File: src/design/sar_seq_defines.svh
// constants for the conversion sequencer: field positions, reset values, timing
// assumes inclusion by bare name from the package and the sequencer module
`ifndef SAR_SEQ_DEFINES_SVH
`define SAR_SEQ_DEFINES_SVH

// ==========================================================================
// serial word layout
`define WORD_W 16
`define KIND_HI 15
`define KIND_LO 14
`define CTRL_START_BIT 0
`define CTRL_SEL_HI 2
`define CTRL_SEL_LO 1
`define TRIM_DATA_W 14
`define RESULT_W 12
`define STAT_BUSY_BIT 14
`define STAT_SELECT_ONES 16'h00c0

// ==========================================================================
// reset values
`define OFFSET_TRIM_RST 14'h2000
`define GAIN_TRIM_RST 14'h2000
`define TRIM_MID 15'sh2000
`define TRIM_SCALE 41'sh333

// ==========================================================================
// timing
`define MCLK_PERIOD_NS 20
`define START_SETUP_NS 10
`define START_SETUP_CYC ((`START_SETUP_NS + `MCLK_PERIOD_NS - 1) / `MCLK_PERIOD_NS)
`define CONV_HALVES_FAST 6'd33
`define CONV_HALVES_SLOW 6'd35
`define CONV_HALVES_MAX 6'd36
`define FIFO_DEPTH 8
`define SCLK_HALF_CYC 4

`endif

File: src/design/sar_seq_pkg.sv
// shared types of the conversion sequencer
// assumes the defines header sits beside it
`include "sar_seq_defines.svh"

package sar_seq_pkg;
    // ==========================================================================
    // conversion states
    typedef enum logic [1:0] {
        CV_IDLE = 2'b00,
        CV_WAIT = 2'b01,
        CV_RUN = 2'b10
    } conv_state_t;

    // ==========================================================================
    // what the next frame shifts out
    typedef enum logic [1:0] {
        RD_RESULT = 2'b00,
        RD_STATUS = 2'b01,
        RD_OFFSET = 2'b10,
        RD_GAIN = 2'b11
    } read_sel_t;

    // ==========================================================================
    // result word as it leaves the part
    typedef struct packed {
        logic [3:0] zeros;
        logic [11:0] code;
    } result_word_t;

    // ==========================================================================
    // filtered pin group
    typedef struct packed {
        logic mode_b;
        logic mode_a;
        logic din;
        logic sync;
        logic sclk;
        logic start_n;
        logic mclk_in;
    } pins_t;
endpackage : sar_seq_pkg

File: src/design/result_fifo.sv
// result buffer between the converter and the serial port
// assumes one clock and a synchronous active-low reset
`timescale 1ns/10ps
`default_nettype none

module result_fifo #(
    parameter int WIDTH = 16,
    parameter int DEPTH = 8
) (
    input wire logic clk,
    input wire logic rst_n,
    input wire logic in_valid,
    output logic in_ready,
    input wire logic [WIDTH-1:0] in_data,
    output logic out_valid,
    input wire logic out_ready,
    output logic [WIDTH-1:0] out_data
);
    localparam int AW = $clog2(DEPTH);

    // ==========================================================================
    // storage and pointers
    logic [WIDTH-1:0] mem [DEPTH];
    logic [AW:0] wr_q;
    logic [AW:0] rd_q;
    logic push;
    logic pop;

    // extra pointer bit tells full from empty
    assign in_ready = (wr_q[AW] == rd_q[AW]) || (wr_q[AW-1:0] != rd_q[AW-1:0]);
    assign out_valid = wr_q != rd_q;
    assign out_data = mem[rd_q[AW-1:0]];
    assign push = in_valid && in_ready;
    assign pop = out_valid && out_ready;

    always_ff @(posedge clk) begin
        if (push) begin
            mem[wr_q[AW-1:0]] <= in_data;
        end
    end

    always_ff @(posedge clk) begin
        if (!rst_n) begin
            wr_q <= '0;
        end else if (push) begin
            wr_q <= wr_q + 1'b1;
        end
    end

    always_ff @(posedge clk) begin
        if (!rst_n) begin
            rd_q <= '0;
        end else if (pop) begin
            rd_q <= rd_q + 1'b1;
        end
    end
endmodule : result_fifo

`default_nettype wire

File: src/design/sar_conversion_sequencer_cal.sv
// conversion sequencer with offset and gain trim and a serial result port
// assumes MCLK at 50 MHz; all pins from outside are asynchronous to it
// assumes ADC_CODE and CAL_IN_PROGRESS come from the analog core on MCLK
`timescale 1ns/10ps
`default_nettype none
`include "sar_seq_defines.svh"

module sar_conversion_sequencer_cal #(
    parameter int SCLK_HALF = `SCLK_HALF_CYC,
    parameter int DEPTH = `FIFO_DEPTH
) (
    input wire logic MCLK,
    input wire logic RST_N,
    input wire logic MASTER_CLOCK_IN,
    input wire logic CONVERSION_START_N,
    input wire logic SERIAL_MODE_SEL_A,
    input wire logic SERIAL_MODE_SEL_B,
    input wire logic [11:0] ADC_CODE,
    input wire logic CAL_IN_PROGRESS,
    input wire logic SCLK_I,
    output logic SCLK_O,
    output logic SCLK_OE,
    input wire logic SYNC_I,
    output logic SYNC_O,
    output logic SYNC_OE,
    input wire logic DIN,
    output logic DOUT,
    output logic BUSY,
    output logic TRACK_HOLD
);
    // ==========================================================================
    // functions
    // trim arithmetic: top data bit is 5% of full scale on offset, 2.5% on gain
    function automatic logic [11:0] apply_trim(input logic [11:0] code,
                                               input logic [13:0] off,
                                               input logic [13:0] gn);
        logic signed [14:0] doff;
        logic signed [14:0] dgn;
        logic signed [40:0] sum;
        doff = $signed({1'b0, off}) - `TRIM_MID;
        dgn = $signed({1'b0, gn}) - `TRIM_MID;
        sum = $signed(41'(code));
        sum = sum + ((41'(doff) * `TRIM_SCALE) >>> 15);
        sum = sum + (($signed(41'(code)) * 41'(dgn) * `TRIM_SCALE) >>> 28);
        if (sum < 0) begin
            apply_trim = 12'h000;
        end else if (sum > 41'sd4095) begin
            apply_trim = 12'hfff;
        end else begin
            apply_trim = sum[11:0];
        end
    endfunction : apply_trim

    function automatic logic [5:0] halves_for(input logic setup_ok);
        logic [5:0] h;
        h = setup_ok ? `CONV_HALVES_FAST : `CONV_HALVES_SLOW;
        // a slow clock stall cannot stretch past the worst case
        halves_for = (h > `CONV_HALVES_MAX) ? `CONV_HALVES_MAX : h;
    endfunction : halves_for

    // ==========================================================================
    // pin synchronisers: three stages, a change counts once stages two and three agree
    sar_seq_pkg::pins_t raw;
    sar_seq_pkg::pins_t s1_q;
    sar_seq_pkg::pins_t s2_q;
    sar_seq_pkg::pins_t s3_q;
    sar_seq_pkg::pins_t f_q;
    sar_seq_pkg::pins_t fp_q;

    assign raw = '{mode_b: SERIAL_MODE_SEL_B, mode_a: SERIAL_MODE_SEL_A, din: DIN,
                   sync: SYNC_I, sclk: SCLK_I, start_n: CONVERSION_START_N,
                   mclk_in: MASTER_CLOCK_IN};

    always_ff @(posedge MCLK) begin
        if (!RST_N) begin
            s1_q <= 7'h7e;
            s2_q <= 7'h7e;
            s3_q <= 7'h7e;
        end else begin
            s1_q <= raw;
            s2_q <= s1_q;
            s3_q <= s2_q;
        end
    end

    always_ff @(posedge MCLK) begin
        if (!RST_N) begin
            f_q <= 7'h7e;
            fp_q <= 7'h7e;
        end else begin
            f_q <= (s2_q & s3_q) | (f_q & (s2_q ^ s3_q));
            fp_q <= f_q;
        end
    end

    logic mclk_fall;
    logic mclk_edge;
    logic start_rise;
    logic master_mode;

    assign mclk_fall = fp_q.mclk_in && !f_q.mclk_in;
    assign mclk_edge = fp_q.mclk_in != f_q.mclk_in;
    assign start_rise = !fp_q.start_n && f_q.start_n;
    assign master_mode = f_q.mode_a && f_q.mode_b;

    // ==========================================================================
    // trim and control registers
    logic [13:0] offset_trim_q;
    logic [13:0] gain_trim_q;
    logic start_bit_q;
    sar_seq_pkg::read_sel_t read_sel_q;
    logic wr_done;
    logic [15:0] rx_q;
    logic [1:0] kind;
    logic busy_fall;

    assign kind = rx_q[`KIND_HI:`KIND_LO];

    always_ff @(posedge MCLK) begin
        if (!RST_N) begin
            offset_trim_q <= `OFFSET_TRIM_RST;
            gain_trim_q <= `GAIN_TRIM_RST;
        end else if (wr_done && kind == 2'b01) begin
            offset_trim_q <= rx_q[`TRIM_DATA_W-1:0];
        end else if (wr_done && kind == 2'b10) begin
            gain_trim_q <= rx_q[`TRIM_DATA_W-1:0];
        end
    end

    // a fresh write of one wins over the clear from a falling busy
    always_ff @(posedge MCLK) begin
        if (!RST_N) begin
            start_bit_q <= 1'b0;
        end else if (wr_done && kind == 2'b00 && rx_q[`CTRL_START_BIT]) begin
            start_bit_q <= 1'b1;
        end else if (busy_fall) begin
            start_bit_q <= 1'b0;
        end
    end

    always_ff @(posedge MCLK) begin
        if (!RST_N) begin
            read_sel_q <= sar_seq_pkg::RD_RESULT;
        end else if (wr_done && kind == 2'b00) begin
            read_sel_q <= sar_seq_pkg::read_sel_t'(rx_q[`CTRL_SEL_HI:`CTRL_SEL_LO]);
        end
    end

    // ==========================================================================
    // conversion sequencer
    sar_seq_pkg::conv_state_t state_q;
    logic [5:0] halves_q;
    logic [5:0] target_q;
    logic [3:0] since_q;
    logic launch;
    logic fifo_in_ready;
    logic push_q;
    logic [15:0] push_word_q;
    logic conv_end;

    // a full buffer refuses new starts so no result is ever dropped
    assign launch = state_q == sar_seq_pkg::CV_IDLE && fifo_in_ready && !push_q &&
                    (start_rise || (wr_done && kind == 2'b00 && rx_q[`CTRL_START_BIT]));
    assign conv_end = state_q == sar_seq_pkg::CV_RUN && mclk_edge &&
                      (halves_q + 6'd1 == target_q);
    assign busy_fall = conv_end;

    always_ff @(posedge MCLK) begin
        if (!RST_N) begin
            state_q <= sar_seq_pkg::CV_IDLE;
        end else begin
            case (state_q)
                sar_seq_pkg::CV_IDLE: begin
                    if (launch) begin
                        state_q <= sar_seq_pkg::CV_WAIT;
                    end
                end
                sar_seq_pkg::CV_WAIT: begin
                    if (mclk_fall) begin
                        state_q <= sar_seq_pkg::CV_RUN;
                    end
                end
                sar_seq_pkg::CV_RUN: begin
                    if (conv_end) begin
                        state_q <= sar_seq_pkg::CV_IDLE;
                    end
                end
                default: begin
                    state_q <= sar_seq_pkg::CV_IDLE;
                end
            endcase
        end
    end

    // setup is judged in MCLK cycles between the start and the clock fall
    always_ff @(posedge MCLK) begin
        if (!RST_N) begin
            since_q <= 4'h0;
        end else if (launch) begin
            since_q <= 4'h0;
        end else if (since_q != 4'hf) begin
            since_q <= since_q + 4'h1;
        end
    end

    always_ff @(posedge MCLK) begin
        if (!RST_N) begin
            target_q <= `CONV_HALVES_SLOW;
            halves_q <= 6'h00;
        end else if (state_q == sar_seq_pkg::CV_WAIT && mclk_fall) begin
            target_q <= halves_for(32'(since_q) >= `START_SETUP_CYC);
            halves_q <= 6'h00;
        end else if (state_q == sar_seq_pkg::CV_RUN && mclk_edge) begin
            halves_q <= halves_q + 6'h01;
        end
    end

    always_ff @(posedge MCLK) begin
        if (!RST_N) begin
            BUSY <= 1'b0;
        end else if (state_q == sar_seq_pkg::CV_WAIT && mclk_fall) begin
            BUSY <= 1'b1;
        end else if (conv_end) begin
            BUSY <= 1'b0;
        end
    end

    // sampler holds from the start until busy falls, then tracks again
    always_ff @(posedge MCLK) begin
        if (!RST_N) begin
            TRACK_HOLD <= 1'b0;
        end else if (launch) begin
            TRACK_HOLD <= 1'b1;
        end else if (conv_end) begin
            TRACK_HOLD <= 1'b0;
        end
    end

    always_ff @(posedge MCLK) begin
        if (!RST_N) begin
            push_q <= 1'b0;
            push_word_q <= 16'h0000;
        end else begin
            push_q <= conv_end;
            if (conv_end) begin
                push_word_q <= sar_seq_pkg::result_word_t'{zeros: 4'h0,
                                 code: apply_trim(ADC_CODE, offset_trim_q, gain_trim_q)};
            end
        end
    end

    // ==========================================================================
    // result buffer
    logic fifo_out_valid;
    logic fifo_pop;
    logic [15:0] fifo_out_data;

    result_fifo #(
        .WIDTH(`WORD_W),
        .DEPTH(DEPTH)
    ) u_fifo (
        .clk(MCLK),
        .rst_n(RST_N),
        .in_valid(push_q),
        .in_ready(fifo_in_ready),
        .in_data(push_word_q),
        .out_valid(fifo_out_valid),
        .out_ready(fifo_pop),
        .out_data(fifo_out_data)
    );

    // ==========================================================================
    // serial clock and sync generator, used only in master mode
    logic m_active_q;
    logic m_sclk_q;
    logic [4:0] m_falls_q;
    logic [7:0] m_div_q;
    logic m_tick;
    logic m_start;

    assign m_tick = m_active_q && (32'(m_div_q) == SCLK_HALF - 1);
    // master frames carry the word read_sel_q selects, sent as soon as the buffer holds a result
    assign m_start = master_mode && !m_active_q && fifo_out_valid;

    always_ff @(posedge MCLK) begin
        if (!RST_N) begin
            m_div_q <= 8'h00;
        end else if (!m_active_q || m_tick) begin
            m_div_q <= 8'h00;
        end else begin
            m_div_q <= m_div_q + 8'h01;
        end
    end

    always_ff @(posedge MCLK) begin
        if (!RST_N) begin
            m_active_q <= 1'b0;
            m_sclk_q <= 1'b0;
            m_falls_q <= 5'h00;
        end else if (m_start) begin
            m_active_q <= 1'b1;
            m_sclk_q <= 1'b0;
            m_falls_q <= 5'h00;
        end else if (m_tick) begin
            m_sclk_q <= !m_sclk_q;
            if (m_sclk_q) begin
                m_falls_q <= m_falls_q + 5'h01;
                if (m_falls_q == 5'd15) begin
                    m_active_q <= 1'b0;
                end
            end
        end
    end

    // ==========================================================================
    // shared frame events from either the host pins or the generator
    logic frame_start;
    logic frame_end;
    logic bit_rise;
    logic bit_fall;

    assign frame_start = master_mode ? m_start : (fp_q.sync && !f_q.sync);
    assign frame_end = master_mode ? (m_tick && m_sclk_q && m_falls_q == 5'd15)
                                   : (!fp_q.sync && f_q.sync);
    assign bit_rise = master_mode ? (m_tick && !m_sclk_q)
                                  : (!f_q.sync && !fp_q.sclk && f_q.sclk);
    assign bit_fall = master_mode ? (m_tick && m_sclk_q && m_falls_q != 5'd15)
                                  : (!f_q.sync && fp_q.sclk && !f_q.sclk);

    // ==========================================================================
    // shift registers
    logic [15:0] tx_q;
    logic [4:0] rx_cnt_q;
    logic [15:0] status_word;

    assign status_word = {1'b0, BUSY || CAL_IN_PROGRESS, 13'h0000, start_bit_q} |
                         `STAT_SELECT_ONES;
    assign fifo_pop = frame_start && read_sel_q == sar_seq_pkg::RD_RESULT && fifo_out_valid;
    assign wr_done = frame_end && rx_cnt_q == 5'd16;

    always_ff @(posedge MCLK) begin
        if (!RST_N) begin
            tx_q <= 16'h0000;
        end else if (frame_start) begin
            case (read_sel_q)
                sar_seq_pkg::RD_RESULT: tx_q <= fifo_out_valid ? fifo_out_data : 16'h0000;
                sar_seq_pkg::RD_STATUS: tx_q <= status_word;
                sar_seq_pkg::RD_OFFSET: tx_q <= {2'b00, offset_trim_q};
                sar_seq_pkg::RD_GAIN: tx_q <= {2'b00, gain_trim_q};
                default: tx_q <= 16'h0000;
            endcase
        end else if (bit_fall) begin
            tx_q <= {tx_q[14:0], 1'b0};
        end
    end

    always_ff @(posedge MCLK) begin
        if (!RST_N) begin
            rx_q <= 16'h0000;
            rx_cnt_q <= 5'h00;
        end else if (frame_start) begin
            rx_cnt_q <= 5'h00;
        end else if (bit_rise) begin
            rx_q <= {rx_q[14:0], f_q.din};
            if (rx_cnt_q != 5'h1f) begin
                rx_cnt_q <= rx_cnt_q + 5'h01;
            end
        end
    end

    // ==========================================================================
    // pin drivers
    always_ff @(posedge MCLK) begin
        if (!RST_N) begin
            DOUT <= 1'b0;
            SCLK_O <= 1'b0;
            SYNC_O <= 1'b1;
            SCLK_OE <= 1'b0;
            SYNC_OE <= 1'b0;
        end else begin
            DOUT <= tx_q[15];
            SCLK_O <= m_sclk_q;
            SYNC_O <= !m_active_q;
            SCLK_OE <= master_mode;
            SYNC_OE <= master_mode;
        end
    end
endmodule : sar_conversion_sequencer_cal

`default_nettype wire

File: config.mk
export PLATFORM = sky130hd
export DESIGN_NAME = sar_conversion_sequencer_cal
export DESIGN_NICKNAME = d
export VERILOG_FILES = /design/src/design/sar_seq_pkg.sv /design/src/design/result_fifo.sv /design/src/design/sar_conversion_sequencer_cal.sv
export VERILOG_INCLUDE_DIRS = /design/src /design/src/design
export SDC_FILE = /design/constraint.sdc
export NUM_CORES = 1
export LEC_CHECK = 0
export BUFFER_PORTS_ARGS = -buffer_cell sky130_fd_sc_hd__buf_2
export CAP_MARGIN = 10
export CELL_PAD_IN_SITES_DETAIL_PLACEMENT = 1
export CELL_PAD_IN_SITES_GLOBAL_PLACEMENT = 2
export CORE_ASPECT_RATIO = 0.7
export CORE_MARGIN = 1
export CORE_UTILIZATION = 30
export DETAILED_ROUTE_END_ITERATION = 8
export PLACE_DENSITY = 0.6
export SKIP_CTS_REPAIR_TIMING = 1
export SYNTH_ARGS = -nofsm -noshare
export SYNTH_HDL_FRONTEND = slang
export SYNTH_SLANG_ARGS = --single-unit
export TNS_END_PERCENT = 50
File: constraint.sdc
create_clock -name MCLK -period 31.6 [get_ports MCLK]
set_clock_uncertainty 0.2 [all_clocks]
set_input_delay 3.16 -clock MCLK [delete_from_list [all_inputs] [get_ports MCLK]]
set_output_delay 3.16 -clock MCLK [all_outputs]
set_load 0.01 [all_outputs]
; ---- Yosys cells after proc, flatten, opt, wreduce, memory -nomap -nowiden
; Memory sizes are Yosys's and may differ from the RTL's. A register that Yosys moved wholly into a read port is not among the register bits.
; Index checks and enable logic that the tools add are counted.
[totals]
output_inout_bits = 7
mem_count = 1
reg_bits = 160
input_bits = 22
wordCells = 197
mem_bits_rw = 96
[classes]
n_reduce_logical = 65
n_mux = 28
n_eq_ne = 21
n_addsub = 11
bitwise = 7
n_lt_le_gt_ge = 4
mul = 3
[mem_list]
columns = name, words, width, rd, rd_clocked_by_memory_dff, wr, line
row1 = u_fifo.mem, 8, 12, 1, 1, 1, result_fifo.sv:23  ; logic [WIDTH-1:0] mem [DEPTH];
[ops]
columns = op, n
row1 = $pmux W16 S4, 1
row2 = $mux W16, 3
row3 = $mul A28 B11 Y39 const B, 1
row4 = $logic_and A1 B1 Y1, 31
row5 = $sub A14 B14 Y15 const B, 2
row6 = $mul A13 B15 Y28, 1
row7 = $mul A15 B11 Y26 const B, 1
row8 = $mux W12, 2
row9 = $add A14 B11 Y15, 1
row10 = $gt A15 B13 Y1 const B, 1
row11 = $lt A15 B1 Y1 const B, 1
row12 = $add A13 B11 Y14, 1
row13 = $and A7 B7 Y7, 2
row14 = $mux W1, 14
row15 = $reduce_bool A2 Y1, 7
row16 = $add A4 B1 Y4 const B, 3
row17 = $add A5 B1 Y5 const B, 2
row18 = $reduce_or A2 Y1, 5
row19 = $logic_not A1 Y1, 9
row20 = $mux W3, 3
row21 = $add A8 B1 Y8 const B, 1
row22 = $eq A2 B2 Y1 const B, 4
row23 = $eq A8 B2 Y1 const B, 1
row24 = $mux W2, 4
row25 = 23 further kinds, 38

; ---- Depth between registers and ports, before layout
; Gate-level depths: netlist (run 1).
[logic_depth]
word_depth = 12
depth_mapped = 54
ltp_nobuf = 51

; ---- Modules after synthesis
; Synthesis (run 1) repeated with hierarchy kept, for this count alone.
[hier_totals]
hier_cells = 2562
area_unflattened_um2 = 26374.0
[modules_own_cells]
columns = module, seq_area_each_um2, area_per_inst_um2, cells_per_inst, n_inst
row1 = sar_conversion_sequencer_cal, 2942.8, 20706.1, 2292, 1
row2 = result_fifo, 4063.9, 5667.9, 270, 1

; ---- Worst setup path before layout (run 1)
; OpenSTA, ideal clock, no wires.
[synth_path]
path_kind = input to register
start = input port ADC_CODE[4]
end = register push_word_q[11]
path_slack_ns = 16.657
setup_ns = 0.129
stages = 43
t_arrival_ns = 14.614
required_time_ns = 31.271
n_path_buf = 3
path_cell_list = clkbuf_1 > nand2_1 > fa_1 > inv_1 > fa_1 > fa_1 > fa_1 > inv_1 > fa_1 > inv_1 > ha_1 > clkbuf_1 > a211o_1 > a211oi_1 > a21oi_1 > a21oi_1 > a21oi_1 > xnor2_2 > [... 7 more ...] > o21a_1 > o21ai_0 > a21oi_1 > a211o_1 > nor2b_4 > o41ai_4 > mux2_4 > a2111o_1 > fa_1 > inv_1 > ha_1 > o21a_1 > nor2_1 > a211oi_1 > o311a_1 > nand3_1 > buf_2 > o211ai_1
[synth_between]
elab_chain_len = 6
elab_cells_between_ends = 8
cone_classes = add/sub (2) / mul (2) / order compare (2) / mux (2)
[synth_lines]
columns = item, line
row1 = "start, declared", sar_conversion_sequencer_cal.sv:18  ; input wire logic [11:0] ADC_CODE,
row2 = $mul A13 B15 Y28, sar_conversion_sequencer_cal.sv:44  ; sum = sum + (($signed(41'(code)) * 41'(dgn) * `TRIM_SCALE) >>> 28);
row3 = $mul A28 B11 Y39 (no source line), -
row4 = $add A14 B11 Y15 (*), sar_conversion_sequencer_cal.sv:44
row5 = $gt A15 B13 Y1, sar_conversion_sequencer_cal.sv:47  ; end else if (sum > 41'sd4095) begin
row6 = $mux W12, sar_conversion_sequencer_cal.sv:47
row7 = $mux W12 (*), sar_conversion_sequencer_cal.sv:45  ; if (sum < 0) begin
row8 = "end signal, assigned", sar_conversion_sequencer_cal.sv:246  ; push_word_q <= sar_seq_pkg::result_word_t'{zeros: 4'h0,
row9 = "end, declared", sar_conversion_sequencer_cal.sv:158  ; logic [15:0] push_word_q;
; Mark *: on every way between the ends. The rest lies on a longest branch, timed or not.
; A chain may end at the register's enable or synchronous reset.

; ---- Final worst setup path (run 1)
[layout_path]
start = input port ADC_CODE[9]
end = register push_word_q[0]
; The elaborated chain is that of the path after synthesis.

==> results.md, run 1 <==
* FP Rows at 87
* Peak supply drop at 0.03036 mV
* Setup crit end: push_word_q[0]
* Cell count after synthesis at 2484
* Static leakage at 13.14 nW
* I/O pin total at 29
* Finished Core Util at 0.3326
* Clock network latency to the later pin of the worst-skew pair at 0.54 ns
* Yosys warnings at 0
* Ranking of synthesized cells by area: fa_1, dfxtp_1, ha_1, edfxtp_1, inv_1
* Synthesized area per cell at 9.964 um2
* Worst Path Buf+Inv at 9
* DR vias/cell at 4.673
* Final wirelength at 63430 um
* Met3 usage at 0.01966
* Synth top area share at 0.2540
* Core Box Area at 81100 um2
* Met2 Usage GRT at 0.2038
* Synth area leader: fa_1
* Nets at 3062
* Via Count at 16650
* RR Endpoint: push_word_q[0]
* Number of diodes at 0
* Post-route minimum period at 16.98 ns
* Clock sink count at 254
* Worst Path Max Fanout at 15
* CP Depth at 48
* CP Launch Point: ADC_CODE[9]
* Register-to-Register Path Depth at 49
* Delay-heaviest family, CP: adder cells
* GR Util met1 at 0.2651
* Setup TNS at 0 ns
* H-tree levels at 1
* Max Freq at 0.05890 GHz
* Dominant synthesized flop cell: dfxtp_1
* Post-DR wirelength/cell at 17.80 um
* Final Cycle Share at 0.5373
* Worst EP arrival at 17.24 ns
* Crit. End Element: flip-flop
* Initial antenna violation count at 2
* Leading cell types in the layout, fill and taps excluded: inv_1, fa_1, ha_1
* Global-route wire length before repair at 102400 um
* Die Y at 242.3 um
* Die area at 83670 um2
* Slew @ Worst Pin at 1.117 ns
* Critical-path top delay cell: a2111oi_0
* Hpwl dp at 52100 um
* GR peak layer: met1
* Clk root buf: clkbuf_16
* Final setup violation count at 0
* Reg2Reg Launch Point: gain_trim_q[13]
* Overall Power at 0.6885 mW
* Die width at 345.3 um
* Share of cells above drive strength 1 at 0.05611
* ANT nets after route at 0
* Synthesis-to-finish area growth at 8.983%
* CP Class: input pin to flip-flop
* DRT iter0 DRCs at 667
* TritonCTS clock tree: built
* Post-synth ARST share at 0
* Slew headroom at 0.2544
* Endpoints failing hold at 0
* Startpoint types: input pin
* Total GRT Usage at 0.1547
* Hold/Removal Path Class: flip-flop to flip-flop
* Initial core utilization at 0.3052
* #FFs+latches synth at 254
* Drt pass-1 iters at 5
* Post-Syn Area at 24750 um2
* # Max-Cap Violations at 0
* R2r setup slk at 16.60 ns
* Clock Tree Buf Depth at 3
* GRT overflow at 0
* RSZ-0062 raised after global routing: false
* WP data required at 31.86 ns
* TritonCTS buffer count at 24
* CTS clk-pin slew, worst paths at 0.07 ns
* Commonest non-fill, non-tap cell in the layout: inv_1
* Vias in the first global route at 17550
* Seq/Total Area, Yosys at 0.2443
* Pwr Density at 25.53 nW/um2
* Status: completed
* Synth cell types at 75
* Syn_nets at 3069
* Largest net degree at the start of global routing at 84
* Max Transition Viols Final at 0
* Most common cell on crit path: fa_1
* Post-route DRC violation count at 0
* EDFF count, synth at 96
* CP max stage delay at 0.67 ns
* # port buffers at 28
* Final RePlAce weighted congestion at 0.8207
state kept, by name, indices dropped and copies added, names as in the netlist, 2 cells and up, named ones only:
register / cells
u_fifo.mem: 96
rx_q: 16
tx_q: 16
gain_trim_q: 14
offset_trim_q: 14
push_word_q: 12
m_div_q: 8
f_q: 7
s1_q: 7
s2_q: 7
s3_q: 7
halves_q: 6
m_falls_q: 5
rx_cnt_q: 5
fp_q: 4
since_q: 4
u_fifo.rd_q: 4
u_fifo.wr_q: 4
read_sel_q: 2
state_q: 2
kinds of logic (layout without fill, tap and decap cells):
group / Yosys count / after routing / share of synthesized area
AOI/OAI and AO/OA: 286 / 286 / 0.07876
adders and majority gates: 563 / 563 / 0.3799
xor gates and xnor gates: 117 / 117 / 0.04171
and+or+nand+nor: 573 / 573 / 0.1119
muxes: 102 / 102 / 0.05379
DFF: 254 / 254 / 0.2443
buffers and inverters: 589 / 600 / 0.08968
per-layer routing:
layer  up-vias  routed length [um]  part of all wire
met2       159               24190              0.38
met1      8503               36950              0.58
met5         -                   0                 0
met4         0                 428            0.0067
li1       7956                   -                 -
met3        33                1857             0.029
through the flow:
step	hold WS, ns	cell area [um2]	worst slack (ns)	std cells
after CTS	0.2196	26970	14.84	3562
after global placement	0.2005	26070	14.57	3518
after floorplan	0.1863	24750	16.66	2484
after detailed placement	0.2070	26070	14.30	3518
final	0.2116	26970	14.62	3563
after global routing	0.2431	26970	13.93	3563
synthesized netlist by cell type (all sizes together) (71+ instances only):
cell	n
nor2	142
ha	249
edfxtp	96
dfxtp	158
xnor2	71
and2	95
mux2i	73
a21oi	79
inv	507
fa	314
nand2	172
clkbuf	73
how the worst min path moves through the flow:
stage               to  slack (ns)  cells after the start     from
6_report       s2_q[3]        0.21                      1  s1_q[3]
5_1_grt        s2_q[3]        0.24                      1  s1_q[3]
4_1_cts        s2_q[3]        0.22                      1  s1_q[3]
3_5_place_dp   s2_q[3]        0.21                      1  s1_q[3]
3_3_place_gp   s2_q[6]        0.20                      1  s1_q[6]
2_1_floorplan  s2_q[1]        0.19                      1  s1_q[1]
where the power goes:
part | leakage (nW) | switching (mW) | total [mW] | internal [mW]
Clock | 0.441 | 0.132 | 0.330 | 0.198
Combinational | 10.6 | 0.0133 | 0.0184 | 0.00509
Sequential | 2.12 | 0.00143 | 0.341 | 0.339
area by class of cell:
class,instances,area (um2)
inverter,508,1907
tap,1068,1336
fill,9140,54120
timing repair buffer,48,287.8
sequential,254,6046
clock buffer,32,701.9
multi-input combinational,1641,16500
clock inverter,12,195.2
No activity file was read; power rests on OpenSTA's default activity.
==> inputs of run 2 (changes only) <==
Settings changed: ABC_AREA from default to 1, PLACE_DENSITY 0.6 to 0.67.
Clock period 31.6 ns to 13.8 ns, I/O delays scaled along.
==> run 2 against run 1 <==
Net effect:
- wire length is 28% higher
- worst hold slack better by 0.0066 ns
- final area rose by 6.8%
- combinational power rose to 3.0 times the previous value
- total power grew 120%
- first-iteration DRC count rose by 53%
- clock-buffer cell count decreased by 2
- critical path type unchanged
- critical endpoint unchanged
==> results.md, run 2 <==
* EDFF count, synth at 96 (unchanged)
* Startpoint types: input pin
* Max Freq at 0.07857 GHz
* Post-route minimum period at 12.73 ns
* Critical-path top delay cell: fa_1
* Initial core utilization at 0.3059 (+0.0006949)
* Min Hold Slack at 0.2182 ns (+0.006608 ns)
* Clock sink count at 254 (unchanged)
* Clk root buf: clkbuf_16
* Vias in the first global route at 22540 (+28%)
* Hpwl dp at 67050 um (+29%)
* # port buffers at 28 (unchanged)
* CP max stage delay at 0.60 ns (-0.07 ns)
* Die width at 357.8 um (+3.6%)
* Status: completed
* Global-route wire length before repair at 130800 um (+28%)
* Synth cell types at 56 (-25%)
* Via Count at 20890 (+25%)
* Die Y at 251.1 um (+3.6%)
* Post-Syn Area at 26590 um2 (+7.4%)
* Delay-heaviest family, CP: adder cells
* CP Launch Point: ADC_CODE[1]
* Setup crit end: push_word_q[0]
* Nets at 3888 (+27%)
* Hold/Removal Path Class: flip-flop to flip-flop
* Most frequent cell after synthesis: inv_1
* TritonCTS buffer count at 23 (-4.2%)
* FP Rows at 90 (+3.4%)
* Pwr Density at 52.15 nW/um2 (+100%)
* Post-DR wirelength/cell at 18.13 um (+1.8%)
* DRT iter0 DRCs at 1022 (+53%)
* ANT nets after route at 0 (unchanged)
* GRT overflow at 0 (unchanged)
* CP Depth at 50 (+4.2%)
* Post-synth ARST share at 0 (unchanged)
* CTS clk-pin slew, worst paths at 0.07 ns (about the same)
* Commonest non-fill, non-tap cell in the layout: inv_1
* Syn_nets at 3883 (+27%)
* I/O pin total at 29 (unchanged)
* # fillers at 10470 (+15%)
* #FFs+latches synth at 254 (unchanged)
* Static leakage at 14.79 nW (+13%)
* Worst Path Max Fanout at 14 (-1)
* WP data required at 14.07 ns (-17.79 ns)
* RR Endpoint: push_word_q[0]
* Core Box Area at 86930 um2 (+7.2%)
* Slew headroom at 0.3075 (+0.05310)
* Synthesis-to-finish area growth at 8.380%
* Endpoints failing hold at 0 (unchanged)
* Worst EP arrival at 13.00 ns (-4.24 ns)
* Synth top area share at 0.2364 (-0.01759)
* Die area at 89850 um2 (+7.4%)
* Final wirelength at 81040 um (+28%)
* Final RePlAce weighted congestion at 0.8712 (+6.2%)
* Seq/Total Area, Yosys at 0.2274 (-0.01692)
* Area after DPL at 28030 um2 (+7.5%)
* Dpl cells at 4428 (+26%)
* Clock Tree Buf Depth at 3 (unchanged)
* Setup TNS at 0 ns (unchanged)
* Peak supply drop at 0.07596 mV (+150%)
* Yosys warnings at 0 (unchanged)
* Register-to-Register Path Depth at 43 (-12%)
* # Max-Cap Violations at 0 (unchanged)
* Worst Path Buf+Inv at 11 (+2)
* Clock network latency to the later pin of the worst-skew pair at 0.56 ns (+0.02 ns)
* Final setup violation count at 0 (unchanged)
* Share of cells above drive strength 1 at 0.05301 (-0.003100)
* Synthesized area per cell at 8.063 um2 (-19%)
* Total GRT Usage at 0.1860 (+0.03135)
* Final Cycle Share at 0.9223
* Post-route DRC violation count at 0 (unchanged)
* Slew @ Worst Pin at 1.038 ns (-0.07957 ns)
* Ranking of synthesized cells by area: fa_1, dfxtp_1, ha_1, edfxtp_1, inv_1
* Cell count after synthesis at 3298 (+33%)
* RSZ-0062 raised after global routing: false
* Flip-flop count of the largest register after layout at 96 (unchanged)
* Final cell count without fillers at 4471 (+25%)
* Reg2Reg Launch Point: gain_trim_q[5]
* Largest net degree at the start of global routing at 84 (unchanged)
* R2r setup slk at 1.57 ns (-15.03 ns)
* Post-route cell area at 28820 um2 (+6.8%)
* Most common cell on crit path: inv_1
* DR vias/cell at 4.671 (about the same)
* Initial antenna violation count at 1 (-1)
* Dominant synthesized flop cell: dfxtp_1
* H-tree levels at 1 (unchanged)
* Post-synth top cells: inv_1, nand2_1, fa_1, ha_1, nor2_1
* Crit. End Element: flip-flop
* Synth area leader: fa_1
* Drt pass-1 iters at 5 (unchanged)
* TritonCTS clock tree: built
* Leading cell types in the layout, fill and taps excluded: inv_1, nand2_1, fa_1
* CP Class: input pin to flip-flop
* Max Transition Viols Final at 0 (unchanged)
-- run 2: cell count changes in the layout (fill, tap and decap cells not counted), sizes merged, moves of 73 or more --
cell	delta
nand2	+556
nand3	+75
inv	+252
mux2i	-73
a21oi	+133
o21ai	+92
and2	-94
-- run 2: final cells by class --
class | count | area (um2) | area share
multi-input combinational | 2206 | 17360 | 0.6022
sequential | 254 | 6046 | 0.2098
inverter | 758 | 2845 | 0.09872
tap | 1150 | 1439 | 0.04993
clock buffer | 30 | 621.8 | 0.02158
timing repair buffer | 60 | 380.4 | 0.01320
clock inverter | 12 | 128.9 | 0.004472
antenna | 1 | 2.502 | 0.00008683
-- run 2: worst min path at each step --
| stage | start | end | depth (start not counted) |
|---|---|---|---|
| final | s1_q[5] | s2_q[5] | 1 |
| after global routing | s1_q[6] | s2_q[6] | 1 |
| after CTS | s1_q[5] | s2_q[5] | 1 |
| after detailed placement | s1_q[5] | s2_q[5] | 1 |
| after global placement | s1_q[1] | s2_q[1] | 1 |
| after floorplan | s1_q[0] | s2_q[0] | 2 |
-- run 2: worst register-to-register path, delay by kind of cell (launching register included) --
kind | cells | cell delay, ns
xor+xnor | 2 | 0.60
flops | 1 | 0.91
fa+ha+maj | 14 | 6.78
compound gates | 5 | 0.90
buf+inv | 6 | 0.34
simple gates | 16 | 2.43
-- run 2: kinds of logic after synthesis --
group | Yosys count | synth area share
AOI/OAI and AO/OA | 432 | 0.09105
and+or+nand+nor | 1126 | 0.1779
DFF | 254 | 0.2274
xor gates and xnor gates | 85 | 0.02884
buffers and inverters | 838 | 0.1213
adders and majority gates | 563 | 0.3536
-- run 2: metal layers --
| layer | global-route usage | part of all wire | vias to the layer above |
|---|---|---|---|
| li1 | - | - | 10170 |
| met1 | 0.3124 | 0.57 | 10460 |
| met2 | 0.2523 | 0.39 | 223 |
| met3 | 0.02788 | 0.042 | 34 |
| met4 | 0.01131 | 0.0052 | 2 |
| met5 | 0 | 0.00016 | - |
-- run 2: per-stage QoR --
stage,total power [mW],utilization,worst slack [ns]
after CTS,1.521,0.3311,0.6045
final,1.503,0.3315,1.072
after global routing,1.562,0.3315,0.02865
after global placement,0.8490,0.3225,0.1393
after floorplan,0.8253,-,2.148
after detailed placement,0.8507,0.3225,0.08259
-- run 2: power breakdown --
part	internal (mW)	switching, mW	total, mW
Clock	0.360	0.310	0.670
Combinational	0.0133	0.0410	0.0543
Sequential	0.776	0.00266	0.779
Total	1.15	0.353	1.50
